`src/lbc_map.svh`:
```
// Named constants for the local bus host controller.
`ifndef LBC_MAP_SVH
`define LBC_MAP_SVH

`define LBC_CLK_NS 20
`define LBC_DECODE_NS 20
`define LBC_DECODE_CYC ((`LBC_DECODE_NS + `LBC_CLK_NS - 1) / `LBC_CLK_NS)
`define LBC_SYNC_STAGES 2
`define LBC_DECODE_WAIT (`LBC_DECODE_CYC + `LBC_SYNC_STAGES)
`define LBC_PIN_W 4
`define LBC_DATA_W 32
`define LBC_CNT_W 4
`define LBC_BE_IDLE 4'hF
`define LBC_BE_MASK_HI 4'hC
`define LBC_BE_MASK_LO 4'h3
`define LBC_PIN_CLAIM 0
`define LBC_PIN_LOCAL_READY 1
`define LBC_PIN_BURST_READY 2
`define LBC_PIN_SIZE16 3

`endif

```
`src/lbc_pkg.sv`:
```
// Types shared by the local bus host controller files.
`default_nettype none
package lbc_pkg;
   typedef enum logic [2:0] {
      ST_IDLE,
      ST_DECODE,
      ST_CPU_WAIT,
      ST_IO_T1,
      ST_IO_T2,
      ST_IO_END
   } lbc_state_t;
endpackage
`default_nettype wire

```
`src/lbc_sync_if.sv`:
```
// Carrier between the controller core and its pin synchroniser.
`timescale 1ns/10ps
`default_nettype none
`include "lbc_map.svh"
interface lbc_sync_if;
   logic [`LBC_PIN_W-1:0] raw_pins;
   logic [`LBC_DATA_W-1:0] raw_data;
   logic [`LBC_PIN_W-1:0] sync_pins;
   logic [`LBC_DATA_W-1:0] sync_data;
   modport src (output raw_pins, output raw_data, input sync_pins, input sync_data);
   modport dst (input raw_pins, input raw_data, output sync_pins, output sync_data);
endinterface
`default_nettype wire

```
`src/lbc_sync.sv`:
```
// Two-stage synchroniser for the active-low target pins and the read data.
`timescale 1ns/10ps
`default_nettype none
`include "lbc_map.svh"
module lbc_sync (
   input wire logic clock,
   input wire logic rst,
   lbc_sync_if.dst pins
);
   logic [`LBC_PIN_W-1:0] pins_meta_q;
   logic [`LBC_DATA_W-1:0] data_meta_q;

   // Pins idle high, so reset loads the inactive level.
   always_ff @(posedge clock) begin
      if (rst) begin
         pins_meta_q <= `LBC_BE_IDLE;
         pins.sync_pins <= `LBC_BE_IDLE;
      end else begin
         pins_meta_q <= pins.raw_pins;
         pins.sync_pins <= pins_meta_q;
      end
   end

   always_ff @(posedge clock) begin
      if (rst) begin
         data_meta_q <= '0;
         pins.sync_data <= '0;
      end else begin
         data_meta_q <= pins.raw_data;
         pins.sync_data <= data_meta_q;
      end
   end
endmodule // lbc_sync
`default_nettype wire

```
`src/lbc_host_ctrl.sv`:
```
// Local bus host controller: processor decode, I/O bus cycle translation, 16-bit split.
//
// Overview of operation
// - Processor cycles: wait the decode interval, then sample the device claim.
// - Claimed cycle: release board ready drivers, and data on reads, promptly.
// - Claim may be ignored on board cache hits or board memory cycles.
// - I/O bus cycles: drive address and derive all local control signals.
// - I/O bus cycles: sample the device claim to find a local target.
// - I/O bus cycles: strobe address when claimed, or always if so chosen.
// - Claimed I/O bus cycles: hold the I/O bus in wait until local ready.
// - Move data between buses, lanes chosen by cycle and byte enables.
// - I/O bus reads: hold read data in a latch after the cycle.
// - Keep burst last low from the first state through the cycle.
// - Support 32 and 16-bit targets; split boundary-crossing cycles on size request.
// - Board splits I/O cycles; processor cycles only return the size request; local masters split their own.
// - Ready return combines target local ready with board ready sources.
`timescale 1ns/10ps
`default_nettype none
`include "lbc_map.svh"
module lbc_host_ctrl
   import lbc_pkg::*;
(
   input wire logic clock,
   input wire logic rst,
   input wire logic cpu_ads_n,
   input wire logic cpu_wr,
   input wire logic cpu_cache_hit,
   input wire logic cpu_local_mem,
   input wire logic board_ready_n,
   input wire logic ads_always,
   input wire logic io_start,
   input wire logic [31:2] io_addr,
   input wire logic [3:0] io_be_n,
   input wire logic io_mio,
   input wire logic io_dc,
   input wire logic io_wr,
   input wire logic [15:0] io_wdata,
   input wire logic local_device_claim_n,
   input wire logic local_ready_n,
   input wire logic burst_ready_n,
   input wire logic size16_request_n,
   input wire logic [31:0] lb_data_i,
   output logic ready_return_n,
   output logic cpu_size16_n,
   output logic board_rdy_oe,
   output logic board_data_oe,
   output logic io_wait,
   output logic io_done,
   output logic io_local,
   output logic [15:0] io_rdata,
   output logic [31:2] lb_addr,
   output logic [3:0] byte_lane_enables_n,
   output logic address_strobe_n,
   output logic lb_mio,
   output logic lb_dc,
   output logic lb_wr,
   output logic burst_last_n,
   output logic lb_ctl_oe,
   output logic [31:0] lb_data_o,
   output logic lb_data_oe
);
   localparam logic [`LBC_CNT_W-1:0] DEC_LAST = `LBC_CNT_W'(`LBC_DECODE_WAIT - 1);
   // I/O bus cycles put their address on the local bus one cycle after the take.
   localparam logic [`LBC_CNT_W-1:0] IO_LAST = `LBC_CNT_W'(`LBC_DECODE_WAIT);

   lbc_state_t state_q;
   logic [`LBC_CNT_W-1:0] cnt_q;
   logic is_io_q, wr_q, bypass_q, claimed_q, split_q, phase_q;
   logic [3:0] be_n_q;
   logic [31:0] rd_q;
   logic claim_s, local_ready_s, size16_s, sample;
   logic [3:0] phase_be_n;
   logic [31:0] rd_merge;

   ////////////////////////////////////////////////////////////////////////////
   // Pin synchronisation.
   lbc_sync_if pin_if ();
   assign pin_if.raw_pins = {size16_request_n, burst_ready_n, local_ready_n,
                             local_device_claim_n};
   assign pin_if.raw_data = lb_data_i;
   lbc_sync u_sync (
      .clock(clock),
      .rst(rst),
      .pins(pin_if.dst)
   );
   assign claim_s = ~pin_if.sync_pins[`LBC_PIN_CLAIM];
   assign local_ready_s = ~pin_if.sync_pins[`LBC_PIN_LOCAL_READY];
   assign size16_s = ~pin_if.sync_pins[`LBC_PIN_SIZE16];

   // The claim is sampled once the decode interval plus synchroniser delay has passed.
   assign sample = (state_q == ST_DECODE)
                   && (cnt_q == (is_io_q ? IO_LAST : DEC_LAST));
   assign phase_be_n = phase_q ? (be_n_q | `LBC_BE_MASK_LO)
                               : (split_q ? (be_n_q | `LBC_BE_MASK_HI) : be_n_q);

   // Only the byte lanes enabled in the current phase replace latched read data.
   always_comb begin
      rd_merge = rd_q;
      for (int i = 0; i < 4; i++) begin
         if (!phase_be_n[i]) begin
            rd_merge[i*8 +: 8] = pin_if.sync_data[i*8 +: 8];
         end
      end
   end

   ////////////////////////////////////////////////////////////////////////////
   // Cycle sequencer.
   always_ff @(posedge clock) begin
      if (rst) begin
         state_q <= ST_IDLE;
         cnt_q <= '0;
      end else begin
         case (state_q)
            ST_IDLE: begin
               cnt_q <= '0;
               if (io_start || !cpu_ads_n) begin
                  state_q <= ST_DECODE;
               end
            end
            ST_DECODE: begin
               cnt_q <= cnt_q + `LBC_CNT_W'(1);
               if (sample) begin
                  if (!is_io_q) begin
                     state_q <= ST_CPU_WAIT;
                  end else if (claim_s || ads_always) begin
                     state_q <= ST_IO_T1;
                  end else begin
                     state_q <= ST_IO_END;
                  end
               end
            end
            ST_CPU_WAIT: begin
               if ((claimed_q && local_ready_s) || (!claimed_q && !board_ready_n)) begin
                  state_q <= ST_IDLE;
               end
            end
            ST_IO_T1: begin
               state_q <= claimed_q ? ST_IO_T2 : ST_IO_END;
            end
            ST_IO_T2: begin
               if (local_ready_s) begin
                  state_q <= (split_q && !phase_q) ? ST_IO_T1 : ST_IO_END;
               end
            end
            default: begin
               state_q <= ST_IDLE;
            end
         endcase
      end
   end

   ////////////////////////////////////////////////////////////////////////////
   // Cycle attributes, captured at the start and at the claim sample.
   always_ff @(posedge clock) begin
      if (rst) begin
         is_io_q <= 1'b0;
         wr_q <= 1'b0;
         bypass_q <= 1'b0;
         be_n_q <= `LBC_BE_IDLE;
      end else if (state_q == ST_IDLE) begin
         if (io_start) begin
            is_io_q <= 1'b1;
            wr_q <= io_wr;
            bypass_q <= 1'b0;
            be_n_q <= io_be_n;
         end else if (!cpu_ads_n) begin
            is_io_q <= 1'b0;
            wr_q <= cpu_wr;
            bypass_q <= cpu_cache_hit || cpu_local_mem;
         end
      end
   end

   always_ff @(posedge clock) begin
      if (rst) begin
         claimed_q <= 1'b0;
         split_q <= 1'b0;
         phase_q <= 1'b0;
         cpu_size16_n <= 1'b1;
      end else begin
         cpu_size16_n <= ~size16_s;
         if (sample) begin
            claimed_q <= claim_s && !bypass_q;
            split_q <= is_io_q && size16_s && (be_n_q[1:0] != 2'b11)
                       && (be_n_q[3:2] != 2'b11);
            phase_q <= 1'b0;
         end else if (state_q == ST_IO_T2 && local_ready_s && split_q) begin
            phase_q <= 1'b1;
         end
      end
   end

   ////////////////////////////////////////////////////////////////////////////
   // Board driver release and ready return toward the processor.
   always_ff @(posedge clock) begin
      if (rst) begin
         board_rdy_oe <= 1'b1;
         board_data_oe <= 1'b0;
      end else if (sample) begin
         board_rdy_oe <= !(claim_s && !bypass_q);
         board_data_oe <= !is_io_q && !wr_q && !(claim_s && !bypass_q);
      end else if (state_q == ST_IDLE) begin
         board_rdy_oe <= 1'b1;
         board_data_oe <= 1'b0;
      end
   end

   always_ff @(posedge clock) begin
      if (rst) begin
         ready_return_n <= 1'b1;
      end else begin
         ready_return_n <= !(state_q == ST_CPU_WAIT
                             && ((claimed_q && local_ready_s) || (!claimed_q && !board_ready_n)));
      end
   end

   ////////////////////////////////////////////////////////////////////////////
   // Local bus control derived from the I/O bus cycle.
   always_ff @(posedge clock) begin
      if (rst) begin
         lb_ctl_oe <= 1'b0;
         lb_addr <= '0;
         lb_mio <= 1'b0;
         lb_dc <= 1'b0;
         lb_wr <= 1'b0;
         byte_lane_enables_n <= `LBC_BE_IDLE;
         burst_last_n <= 1'b1;
         address_strobe_n <= 1'b1;
      end else begin
         address_strobe_n <= !((sample && is_io_q && (claim_s || ads_always))
                               || (state_q == ST_IO_T2 && local_ready_s && split_q && !phase_q));
         if (state_q == ST_IDLE && io_start) begin
            lb_ctl_oe <= 1'b1;
            lb_addr <= io_addr;
            lb_mio <= io_mio;
            lb_dc <= io_dc;
            lb_wr <= io_wr;
            byte_lane_enables_n <= io_be_n;
            burst_last_n <= 1'b0;
         end else if (sample && is_io_q) begin
            byte_lane_enables_n <= (size16_s && be_n_q[1:0] != 2'b11 && be_n_q[3:2] != 2'b11)
                                   ? (be_n_q | `LBC_BE_MASK_HI) : be_n_q;
         end else if (state_q == ST_IO_T2 && local_ready_s && split_q && !phase_q) begin
            byte_lane_enables_n <= be_n_q | `LBC_BE_MASK_LO;
         end else if (state_q == ST_IO_END) begin
            lb_ctl_oe <= 1'b0;
            byte_lane_enables_n <= `LBC_BE_IDLE;
            burst_last_n <= 1'b1;
         end
      end
   end

   ////////////////////////////////////////////////////////////////////////////
   // Data movement and I/O bus handshake.
   always_ff @(posedge clock) begin
      if (rst) begin
         lb_data_o <= '0;
         lb_data_oe <= 1'b0;
      end else if (state_q == ST_IDLE && io_start) begin
         lb_data_o <= (io_be_n[0] && !io_be_n[1] && !io_be_n[2])
                      ? {8'h00, io_wdata, 8'h00} : {io_wdata, io_wdata};
         lb_data_oe <= io_wr;
      end else if (state_q == ST_IO_END) begin
         lb_data_oe <= 1'b0;
      end
   end

   always_ff @(posedge clock) begin
      if (rst) begin
         rd_q <= '0;
         io_rdata <= '0;
         io_wait <= 1'b0;
         io_done <= 1'b0;
         io_local <= 1'b0;
      end else begin
         io_done <= (state_q == ST_IO_END);
         if (state_q == ST_IDLE && io_start) begin
            io_wait <= 1'b1;
            rd_q <= '0;
         end else if (state_q == ST_IO_T2 && local_ready_s && !wr_q) begin
            rd_q <= rd_merge;
         end else if (state_q == ST_IO_END) begin
            io_wait <= 1'b0;
            io_local <= claimed_q;
            if (be_n_q[1:0] == 2'b11) begin
               io_rdata <= rd_q[31:16];
            end else if (be_n_q[0] && !be_n_q[1] && !be_n_q[2]) begin
               io_rdata <= rd_q[23:8];
            end else begin
               io_rdata <= rd_q[15:0];
            end
         end
      end
   end

   ////////////////////////////////////////////////////////////////////////////
   // Checks.
   a_decode_wait: assert property (@(posedge clock) disable iff (rst)
      (state_q == ST_IDLE && !cpu_ads_n && !io_start)
      |=> (state_q == ST_DECODE) [*3] ##1 (state_q != ST_DECODE))
      else $error("Claim sampled without the full decode interval.");
   a_claim_release: assert property (@(posedge clock) disable iff (rst)
      (sample && !is_io_q && claim_s && !bypass_q) |=> !board_rdy_oe && !board_data_oe)
      else $error("Board drivers not released on a claimed cycle.");
   a_cache_ignore: assert property (@(posedge clock) disable iff (rst)
      (sample && bypass_q) |=> board_rdy_oe && !claimed_q)
      else $error("Claim honoured on a cache hit or board memory cycle.");
   a_io_control: assert property (@(posedge clock) disable iff (rst)
      (state_q == ST_IO_T1 || state_q == ST_IO_T2) |-> lb_ctl_oe && is_io_q)
      else $error("Local control not driven during an I/O bus cycle.");
   a_strobe_cause: assert property (@(posedge clock) disable iff (rst)
      $fell(address_strobe_n) |-> is_io_q && (claimed_q || ads_always)
         && state_q == ST_IO_T1)
      else $error("Address strobe without claim or strobe-always.");
   a_io_wait_hold: assert property (@(posedge clock) disable iff (rst)
      (state_q == ST_IO_T2 && !local_ready_s) |=> io_wait && state_q == ST_IO_T2)
      else $error("I/O bus wait dropped before local ready.");
   a_read_latch: assert property (@(posedge clock) disable iff (rst)
      (io_done && !io_start) |=> $stable(io_rdata))
      else $error("Latched read data changed before the next cycle.");
   a_burst_last_low: assert property (@(posedge clock) disable iff (rst)
      (!address_strobe_n || state_q == ST_IO_T2) |-> !burst_last_n)
      else $error("Burst last not low through the I/O bus cycle.");
   a_split_second: assert property (@(posedge clock) disable iff (rst)
      (state_q == ST_IO_T2 && local_ready_s && split_q && !phase_q)
      |=> state_q == ST_IO_T1 && !address_strobe_n
         && byte_lane_enables_n == (be_n_q | `LBC_BE_MASK_LO) && io_wait)
      else $error("Second half of a split not issued correctly.");
   a_ready_combine: assert property (@(posedge clock) disable iff (rst)
      (state_q == ST_CPU_WAIT && claimed_q && local_ready_s) |=> !ready_return_n ##1 ready_return_n)
      else $error("Ready return not a single pulse after local ready.");
endmodule // lbc_host_ctrl
`default_nettype wire

```
`config.mk`:
```
export PLATFORM = sky130hd
export DESIGN_NAME = lbc_host_ctrl
export DESIGN_NICKNAME = d
export VERILOG_FILES = /design/src/lbc_pkg.sv /design/src/lbc_sync_if.sv /design/src/lbc_sync.sv /design/src/lbc_host_ctrl.sv
export VERILOG_INCLUDE_DIRS = /design/src
export SDC_FILE = /design/constraint.sdc
export NUM_CORES = 1
export LEC_CHECK = 0
export BUFFER_PORTS_ARGS = -buffer_cell sky130_fd_sc_hd__clkbuf_2
export CAP_MARGIN = 20
export CORE_MARGIN = 5
export CORE_UTILIZATION = 53
export DETAILED_ROUTE_END_ITERATION = 8
export PLACE_DENSITY = 0.82
export SLEW_MARGIN = 40
export SYNTH_ARGS = -nofsm -noshare
export SYNTH_HDL_FRONTEND = slang
export SYNTH_HIERARCHICAL = 1
export SYNTH_SLANG_ARGS = --single-unit
```
`constraint.sdc`:
```
create_clock -name clock -period 2.7 [get_ports clock]
set_input_delay 0.135 -clock clock [delete_from_list [all_inputs] [get_ports clock]]
set_output_delay 0.135 -clock clock [all_outputs]
set_load 0.05 [all_outputs]
```
==> flow_summary.toml <==
[global_route]
grt_usage = 0.248
gr-total-overflow = 0
grt_antenna_before_repair = 1
grt_pass1_vias = 6913
grt_pass1_wl_um = 34200
grt_max_degree = 84

[placement]
finalWeightedCongestion = 0.860
portBuffers = 192
hpwlAfterDp_um = 13000
dpl_worst_slack_ps = 552

[timing]
max_freq_mhz = 398
setup_viol = 0
worst_pin_slew_ps = 812
slew_headroom = 0.459
setup-tns-final_ps = 0
fin_crit_ps = 2510
min_period_over_period = 0.931
worst_slack_ps = 186
fin_skew_ps = 13.8
final-hold-violation-count = 0
rsz0062_at_grt = "no"
slew_violations = 0

[detailed_routing]
ant_nets = 0
routed_wl_um = 22200
vias_per_cell = 5.35
vias = 6983
drc_errors = 0
dr.pass1.iters = 5
first_iter_violations = 496
wl_per_cell_um = 17.0

[critical_path]
r2r_slack_ps = 190
endpoint_kind = "flop"
critical_path.max_fanout = 32
slowest_delay_ps = 580
arrival_ps = 2950
worst_setup_path_start_kind = "flop"
crit_slowest_cell = "dlygate4sd3_1"
required_ps = 3130
path_class = "reg2reg"
r2r-end = "lb_data_o[18]$_SDFFE_PP0P_"
ff2ff_path_depth = 6
path_cells = "nor3_1 -> and2_4 -> buf_12 -> o21ai_0 -> a31oi_1 -> dlygate4sd3_1"
r2r-start = "state_q[0]$_SDFFE_PP0P_"

[cells_and_area]
post_route_cells_drive_above_1_share = 0.237
syn_to_final_growth_pct = 36.1
final_common_cell = "dfxtp_1"
final_cell_mix = "dfxtp_1, clkbuf_2, nand2_1, dlygate4sd3_1, nor2b_1"
layout.nets = 1205

[pwr]
power_density_nw_per_um2 = 867
power_leakage_nw = 4.39
ir_drop_uv = 548

[clocking]
clockBufferDepth = 3
clkSinkCount = 215
numCtsBuffers = 22
cts_tree = "done"
cts.clk_slew.worst_paths_ps = 60
root_buffer = "clkbuf_16"
cts_setup_buffers = 0
clk_latency_ps = 510
htreeDepth = 1

[die]
num_io_pins = 194
fp.dieH_um = 131
core-area_sq_um = 14500
start_util = 0.537
die_area_sq_um = 17200
rows = 44
die-width_um = 131

[worst_hold_path]
hold_path.class = "in2reg"
hold_path_depth = 3
min_from = "ads_always"
whs_endpoint = "address_strobe_n$_SDFF_PP1_"

[synthesis]
syn_area_sq_um = 7770
synth.net_count = 933
netlist_instances = 834
avgSynthCellArea_sq_um = 9.32
yosysWarningCount = 6

[status]
status = "completed"

[flow_run]
max_cap_violations = 0
==> final cells by class <==
class	instances	area [sq um]
tap	184	230
fill	942	3900
multi-input combinational	556	3220
clock buffer	29	637
timing repair buffer	304	2050
clock inverter	8	108
inverter	7	26.3
sequential	215	4300
antenna	3	7.51
==> worst max-delay path by stage <==
stage,from,end,cells after the start
CTS,state_q[0]$_SDFFE_PP0P_,lb_data_o[18]$_SDFFE_PP0P_,6
detailed placement,cnt_q[1]$_SDFFE_PP0P_,board_data_oe$_SDFFE_PP0P_,4
global route,state_q[0]$_SDFFE_PP0P_,lb_data_o[18]$_SDFFE_PP0P_,6
finish,state_q[0]$_SDFFE_PP0P_,lb_data_o[18]$_SDFFE_PP0P_,6
global placement,cnt_q[1]$_SDFFE_PP0P_,board_data_oe$_SDFFE_PP0P_,4
floorplan,cnt_q[1]$_SDFFE_PP0P_,board_data_oe$_SDFFE_PP0P_,5
==> critical path: cells and delay by family (launching register included) <==
kind | cells | cell delay [ps]
and+or+nand+nor | 2 | 900
buffers and inverters | 2 | 810
DFF | 1 | 470
AOI/OAI and AO/OA | 2 | 270
==> registers in the layout, indices dropped and copies added (netlist names), 3 cells and up <==
register	flops
u_sync/pins_meta_q	3
io_rdata	16
state_q	3
byte_lane_enables_n	4
u_sync/data_meta_q	32
u_sync/pins.sync_data	32
u_sync/pins.sync_pins	3
cnt_q	4
be_n_q	4
lb_addr	30
rd_q	32
lb_data_o	32
==> where the power goes <==
part	leakage (nW)	internal (mW)	switching (mW)	total, mW
sequential	1.76	3.49	0.245	3.73
combinational	2.26	0.688	1.69	2.38
clock	0.367	1.85	1.21	3.07
total	4.39	6.02	3.15	9.17
==> metrics by stage <==
stage                util  std cells  hold slack, ps  power (mW)  area, sq um
floorplan               -        834             232        5.37         7770
CTS                 0.730       1303            32.9        9.13        10600
detailed placement  0.615       1174             316        5.97         8900
global route        0.730       1304            61.2        9.52        10600
global placement    0.615       1174             312        5.93         8900
finish              0.731       1306            62.9        9.17        10600
==> routing by layer <==
metal	track usage	up-vias	wire length, um
li1	-	3359	-
met1	0.295	3192	8510
met2	0.429	342	11000
met3	0.0458	90	1650
met4	0.124	0	1010
met5	0	-	0
==> timing repair <==
item                                   4_1_cts  5_1_grt
hold buffers                                92        0
gates resized for setup                      0        1
setup endpoints to repair                    0        1
endpoints found under the hold margin      108        0
No activity file was read; power rests on OpenSTA's default activity.
